<file path="config.mk">
export PLATFORM = sky130hd
export DESIGN_NAME = wait_state_gen
export DESIGN_NICKNAME = d
export VERILOG_FILES = /design/src/rtl/wait_gen_pkg.sv /design/src/rtl/wait_counter.sv /design/src/rtl/wait_state_gen.sv
export VERILOG_INCLUDE_DIRS = /design/src /design/src/rtl
export SDC_FILE = /design/constraint.sdc
export NUM_CORES = 1
export LEC_CHECK = 0
export BUFFER_PORTS_ARGS = -buffer_cell sky130_fd_sc_hd__buf_2
export CAP_MARGIN = 10
export CORE_UTILIZATION = 50
export DETAILED_ROUTE_END_ITERATION = 7
export PLACE_DENSITY = 0.8
export REMOVE_ABC_BUFFERS = 1
export SYNTH_ARGS = -nofsm -noshare
export SYNTH_HDL_FRONTEND = slang
export SYNTH_SLANG_ARGS = --single-unit
</file>
<file path="constraint.sdc">
create_clock -name clk_sys -period 3 [get_ports clk_sys]
set_clock_uncertainty 0.05 [all_clocks]
set_input_delay 0.45 -clock clk_sys [delete_from_list [all_inputs] [get_ports clk_sys]]
set_output_delay 0.45 -clock clk_sys [all_outputs]
set_load 0.005 [all_outputs]
</file>
<file path="src/rtl/wait_gen_params.svh">
// Register offsets, field positions, reset values and widths for the wait-state generator
`ifndef WAIT_GEN_PARAMS_SVH
`define WAIT_GEN_PARAMS_SVH

`define WCC_OFFSET      7'h28
`define WMC_OFFSET      7'h2B
`define RANGE_SEL_BIT   15
`define IO_MSB          14
`define IO_LSB          12
`define DHI_MSB         11
`define DHI_LSB         9
`define DLO_MSB         8
`define DLO_LSB         6
`define PHI_MSB         5
`define PHI_LSB         3
`define PLO_MSB         2
`define PLO_LSB         0
`define DOUBLE_BIT      0
`define DATA_HALF_BIT   15
`define PAGE_HALF_BIT   15
`define EXT_HALF_BIT    22
`define FIELD_COUNT     5
`define FIELD_WIDTH     3
`define WCC_RESET       16'h7FFF
`define WMC_RESET       1'h0
`define ZERO_WAIT       4'h0

`endif

</file>
<file path="src/rtl/wait_gen_pkg.sv">
// Types shared by the wait-state generator files
package wait_gen_pkg;

    typedef enum logic [1:0] {
        SPACE_PROG,
        SPACE_DATA,
        SPACE_IO
    } space_t;

    typedef struct packed {
        logic        start;
        space_t      space;
        logic [22:0] addr;
    } ext_req_t;

    typedef struct packed {
        logic        wr;
        logic        rd;
        logic [6:0]  addr;
        logic [15:0] wdata;
    } cpu_req_t;

endpackage

</file>
<file path="src/rtl/wait_counter.sv">
// Down counter that stretches one bus cycle, held at zero while gated
`timescale 1ns/1ps
`include "wait_gen_params.svh"
module wait_counter #(
    parameter int CW = 4
) (
    // Clock and reset
    input  wire logic          clk_sys,
    input  wire logic          reset_n,
    input  wire logic          gate_on,
    // Cycle control
    input  wire logic          load,
    input  wire logic [CW-1:0] count,
    input  wire logic          ready,
    output logic               busy
);
    logic [CW-1:0] cnt_r;
    logic [CW-1:0] cnt_nxt;
    logic          act_r;
    logic          act_nxt;

    always_comb begin
        cnt_nxt = cnt_r;
        act_nxt = act_r;
        if (load) begin
            // Start cycle is the first wait, so one less is loaded
            cnt_nxt = (count == '0) ? '0 : count - CW'(1);
            act_nxt = 1'b1;
        end else if (act_r) begin
            if (cnt_r != '0) begin
                cnt_nxt = cnt_r - CW'(1);
            end else if (ready) begin
                act_nxt = 1'b0;
            end
        end
        if (!gate_on) begin
            // Gated: every count is zero, and no stale count may survive
            cnt_nxt = '0;
        end
    end

    always_ff @(posedge clk_sys or negedge reset_n) begin
        if (!reset_n) begin
            cnt_r <= '0;
            act_r <= 1'b0;
        end else begin
            cnt_r <= cnt_nxt;
            act_r <= act_nxt;
        end
    end

    // Ready is only honoured once programmed waits have run out
    assign busy = act_r && ((cnt_r != '0) || !ready);
endmodule

</file>
<file path="src/rtl/wait_state_gen.sv">
// Software-programmable wait-state generator for the external bus
//
// Notes on behaviour
// - Each external cycle is stretched by zero to fourteen software-selected waits.
// - Slow parts hold ready low; the cycle extends until ready is high.
// - When every region is zero waits, the counter clock is gated off.
// - Reset gives seven waits in every region, all fields ones.
// - Bits 14..12 hold the I/O space base count.
// - Bits 11..9 hold the upper data half base count.
// - Bits 8..6 hold the lower data half base count.
// - Bits 5..3 hold the upper program region count, split by range select.
// - Bits 2..0 hold the lower program region count, split by range select.
// - Bit 15 selects extended program range decoding; resets to zero.
// - Doubling bit set doubles every count, fourteen at most; resets zero.
// - Upper fifteen bits of the multiplier control read zero, ignore writes.
`timescale 1ns/1ps
`include "wait_gen_params.svh"
module wait_state_gen
    import wait_gen_pkg::*;
#(
    parameter int AW = 23
) (
    // Clock and reset
    input  wire logic                   clk_sys,
    input  wire logic                   reset_n,
    // Register port of the processor core
    input  wire wait_gen_pkg::cpu_req_t cpu,
    output logic [15:0]                 cpu_rdata,
    // External access request and ready
    input  wire wait_gen_pkg::ext_req_t ext,
    input  wire logic                   ready,
    output logic                        bus_hold,
    output logic                        clk_gate_on
);
    import wait_gen_pkg::*;

    // Four bits hold the doubled maximum of fourteen
    localparam int CW = 4;

    // ============================================================
    // Register strobes
    logic cfg_wr;
    logic cfg_rd;
    logic ctl_wr;
    logic ctl_rd;

    // One address compare shared by all four strobes
    function automatic logic addr_hit(input logic [6:0] addr,
                                      input logic [6:0] offset);
        addr_hit = (addr == offset);
    endfunction

    assign cfg_wr = cpu.wr && addr_hit(cpu.addr, `WCC_OFFSET);
    assign cfg_rd = cpu.rd && addr_hit(cpu.addr, `WCC_OFFSET);
    assign ctl_wr = cpu.wr && addr_hit(cpu.addr, `WMC_OFFSET);
    assign ctl_rd = cpu.rd && addr_hit(cpu.addr, `WMC_OFFSET);

    // ============================================================
    // Wait count configuration register
    logic [15:0] wcc_r;
    logic [15:0] wcc_nxt;

    always_comb begin
        wcc_nxt = wcc_r;
        if (cfg_wr) begin
            // Range select and all five count fields are writable
            wcc_nxt = cpu.wdata;
        end
    end

    always_ff @(posedge clk_sys or negedge reset_n) begin
        if (!reset_n) begin
            wcc_r <= `WCC_RESET;
        end else begin
            wcc_r <= wcc_nxt;
        end
    end

    // ============================================================
    // Wait multiplier control register
    logic dbl_r;
    logic dbl_nxt;

    always_comb begin
        dbl_nxt = dbl_r;
        if (ctl_wr) begin
            // Only the doubling bit is stored; the rest of the word is dropped
            dbl_nxt = cpu.wdata[`DOUBLE_BIT];
        end
    end

    always_ff @(posedge clk_sys or negedge reset_n) begin
        if (!reset_n) begin
            dbl_r <= `WMC_RESET;
        end else begin
            dbl_r <= dbl_nxt;
        end
    end

    // ============================================================
    // Read data
    logic [15:0] rdata_r;
    logic [15:0] rdata_nxt;

    always_comb begin
        rdata_nxt = rdata_r;
        if (cfg_rd) begin
            rdata_nxt = wcc_r;
        end else if (ctl_rd) begin
            rdata_nxt = {15'h0000, dbl_r};
        end else if (cpu.rd) begin
            // Unmapped offsets read as zero
            rdata_nxt = 16'h0000;
        end
    end

    always_ff @(posedge clk_sys or negedge reset_n) begin
        if (!reset_n) begin
            rdata_r <= 16'h0000;
        end else begin
            rdata_r <= rdata_nxt;
        end
    end

    // Held until the next read, so the core may sample late
    assign cpu_rdata = rdata_r;

    // ============================================================
    // Region decode
    // Three-bit count field whose lowest bit sits at lsb
    function automatic logic [2:0] field_at(input logic [15:0] cfg,
                                            input int          lsb);
        field_at = cfg[lsb +: `FIELD_WIDTH];
    endfunction

    function automatic logic [2:0] base_count(input logic [15:0]   cfg,
                                              input space_t        sp,
                                              input logic [AW-1:0] a);
        logic up;
        up = 1'b0;
        unique case (sp)
            SPACE_IO: begin
                base_count = field_at(cfg, `IO_LSB);
            end
            SPACE_DATA: begin
                if (a[`DATA_HALF_BIT]) begin
                    base_count = field_at(cfg, `DHI_LSB);
                end else begin
                    base_count = field_at(cfg, `DLO_LSB);
                end
            end
            default: begin
                // Range select picks page-half or whole-space split
                if (cfg[`RANGE_SEL_BIT]) begin
                    up = a[`EXT_HALF_BIT];
                end else begin
                    up = a[`PAGE_HALF_BIT];
                end
                if (up) begin
                    base_count = field_at(cfg, `PHI_LSB);
                end else begin
                    base_count = field_at(cfg, `PLO_LSB);
                end
            end
        endcase
    endfunction

    // Doubling by shift keeps the maximum at fourteen
    function automatic logic [CW-1:0] scale(input logic [2:0] b,
                                            input logic       dbl);
        if (dbl) begin
            scale = CW'({b, 1'b0});
        end else begin
            scale = CW'({1'b0, b});
        end
    endfunction

    logic [2:0]    base;
    logic [CW-1:0] waits;

    assign base  = base_count(wcc_r, ext.space, ext.addr[AW-1:0]);
    assign waits = scale(base, dbl_r);

    // ============================================================
    // Clock gating
    logic any_waits;

    always_comb begin
        any_waits = 1'b0;
        for (int f = 0; f < `FIELD_COUNT; f++) begin
            if (field_at(wcc_r, `FIELD_WIDTH * f) != 3'h0) begin
                any_waits = 1'b1;
            end
        end
    end

    // Bit 15 is no count, so range select alone leaves the clock off
    assign clk_gate_on = any_waits;

    // ============================================================
    // Wait counter
    logic cnt_busy;
    logic start_hold;

    // Every start reloads; the core starts no access while held
    wait_counter #(
        .CW (CW)
    ) u_cnt (
        .clk_sys (clk_sys),
        .reset_n (reset_n),
        .gate_on (clk_gate_on),
        .load    (ext.start),
        .count   (waits),
        .ready   (ready),
        .busy    (cnt_busy)
    );

    // Start cycle holds if any waits are due or ready is low
    assign start_hold = ext.start && ((waits != `ZERO_WAIT) || !ready);

    // Ready is honoured even when gated, so slow parts still work
    assign bus_hold = cnt_busy || start_hold;
endmodule

</file>
==> results.txt <==
Outcome -> complete, no violations
GRT Total Usage -> 22.2%
Psw -> 0.430 mW
Finished Core Util -> 66.4%
Top_reg_cell synth -> dfrtp_1
Critical-path maximum fanout -> 5
Hold crit path type -> in2async
Top post-synthesis cells by area -> dfrtp_1, dfstp_2, mux2_2
Fin area -> 2520 um^2
Num CTS Buffers -> 5
Combinational share of power -> 24.8%
DRC -> 0
Setup violators final -> 0
Yosys reg bits -> 38
CTS tree -> yes
CP arrival -> 2.42 ns
Die height -> 65.9 um
Worst slew margin -> 43.1%
Clock buffer depth -> 2
Core area -> 3800 um^2
Max-cap viol count -> 0
Slew Limit Fails -> 0
Fin. Hold Viols -> 0
Number of buffers added on ports -> 50
First-pass GRT wire length -> 7220 um
Async set-reset flop share out of synthesis -> 100%
Slowest library cell on the worst path -> dfrtp_1
Vias -> 1633
Vias in the first global route -> 1554
Switching Share -> 27.9%
Clock root buffer -> clkbuf_8
P&R area growth vs syn -> 23.4%
GR Overflow Total -> 0
Max Clk Rate -> 343 MHz
Most frequent cells in the layout -> buf_2, inv_1, nand2_1, dfrtp_1, mux2_2
Clk_lat worst skew -> 0.29 ns
Layout cells sized above 1 -> 46.4%
Mean Syn Cell Area -> 10.6 um^2
1st-iter DRT viols -> 136
Total Power -> 1.54 mW
Clock group share of total power -> 34.9%
Most common cell after layout, fill and taps aside -> buf_2
Cts hold-fix bufs -> 0
Crit path cell chain -> mux2i_4 -> mux2i_2 -> mux4_2 -> ha_2 -> inv_2 -> a211oi_4 -> a31oi_1 -> buf_2
Inserted Diodes -> 0
Synth warn -> 0
Initial core utilization -> 53.8%
Htree depth -> 2
Post-DP HPWL -> 2980 um
Tcrit/Tclk final -> 97.2%
CP startpoint kind -> flip-flop
Worst-Margin Slew -> 0.853 ns
Die X -> 65.9 um
Post-synth top area share -> 28.2%
Lkg Pwr -> 1.18 nW
Cells after synthesis -> 192
Worst VDD drop -> 0.300 mV
Register area share after synthesis -> 47.4%
DP Area -> 2330 um^2
Final WS setup -> 0.0832 ns
Cell row count -> 22
Gpl congestion -> 0.837
Power per cell area -> 612 nW/um^2
TNS Setup -> 0 ns
Final WL -> 4320 um
Worst Setup SP -> wcc_r[15]
Worst-path clk slew -> 0.08 ns
Critical path class -> reg2out
Largest net degree at the start of global routing -> 39
Sequential share of power -> 40.3%
Fin crit period -> 2.92 ns
Die area -> 4350 um^2
CP required -> 2.50 ns
IO Pins -> 72
Path depth of the worst reg2reg path -> 8
Clk sinks -> 38
DR vias/cell -> 5.48
Synth cell types -> 46
Fin nets -> 309
CP Capture Type -> output port
Placement Setup Slack -> 0.208 ns
Number of synthesized flops with an enable pin -> 0
Post-synthesis cell area -> 2040 um^2
Slowest stage delay, CP -> 0.42 ns
Post-DRT Antenna Nets -> 0
Synth area leader -> dfrtp_1
Reg2reg start -> wcc_r[15]
Power Internal -> 1.11 mW
Pre-antenna DRT Iters -> 4
Routed len/inst -> 14.5 um
Initial antenna violation count -> 0
==> cell families after synthesis <==
group | synth area share [%]
AND/OR/NAND/NOR | 12.4
AO/OA/AOI/OAI | 13.3
flip-flops | 47.4
buffers and inverters | 6.49
multiplexers | 16.3
adder cells (fa/ha/maj) | 3.67
XOR/XNOR | 0.428
==> power groups by stage <==
stage / clock network [mW] / registers (mW) / logic (mW)
final: 0.539 / 0.622 / 0.382
after global routing: 0.570 / 0.632 / 0.438
after CTS: 0.547 / 0.619 / 0.365
after detailed placement: 0 / 0.628 / 0.363
after global placement: 0 / 0.625 / 0.354
after floorplan: 0 / 0.614 / 0.267
==> what timing repair did <==
item / CTS / global route
resized for setup: 0 / 6
endpoints found under the setup margin: 0 / 1
setup buffers: 0 / 4
==> stage by stage <==
stage / hold WS [ns] / std cells
CTS: 0.221 / 294
detailed placement: 0.464 / 286
finish: 0.214 / 298
global route: 0.268 / 298
global placement: 0.454 / 286
floorplan: 0.104 / 186
==> final timing paths <==
check / to / slack (ns)
hold / removal: cpu_rdata[8] / 0.21
max in group asynchronous: cpu_rdata[5] / 2.15
setup reg to reg: u_cnt.cnt_r[2] / 0.66
hold reg to reg: cpu_rdata[15] / 0.47
min in group clk_sys: wcc_r[6] / 0.33
setup / recovery: bus_hold / 0.08
==> critical path: cells and delay by family (launching register included) <==
kind	cells	cell delay (ns)
adders and majority gates	1	0.19
muxes	3	0.98
DFF	1	0.42
buffers and inverters	2	0.20
AOI/OAI and AO/OA	2	0.33
==> Yosys cell counts (4+ instances only) <==
cell type  number
nor2_1          4
inv_1          24
dfrtp_1        23
o21ai_0        19
mux2i_1         4
ha_1            6
dfstp_2        15
nand2_1        23
mux2_2         20
==> per-layer routing <==
| layer | GRT usage [%] | wire (um) | share of wire (%) |
|---|---|---|---|
| met4 | 6.38 | 63 | 1.5 |
| met5 | 0 | 0 | 0 |
| met3 | 5.69 | 188 | 4.4 |
| met2 | 36.2 | 2110 | 49 |
| met1 | 29.0 | 1960 | 45 |
==> sequential cells by signal, indices dropped and copies added, names as in the netlist <==
signal       count
cpu_rdata       16
dbl_r            1
u_cnt.act_r      1
u_cnt.cnt_r      4
wcc_r           16
==> layout make-up <==
class | instances | area, um^2
flip-flops and latches | 38 | 970
fillers | 304 | 1280
repair buffers | 56 | 295
well taps | 48 | 60.1
clock inverters | 2 | 60.1
multi-input cells | 124 | 965
clock buffers | 6 | 82.6
inverters | 24 | 90.1
Power figures use the tool's default switching activity.
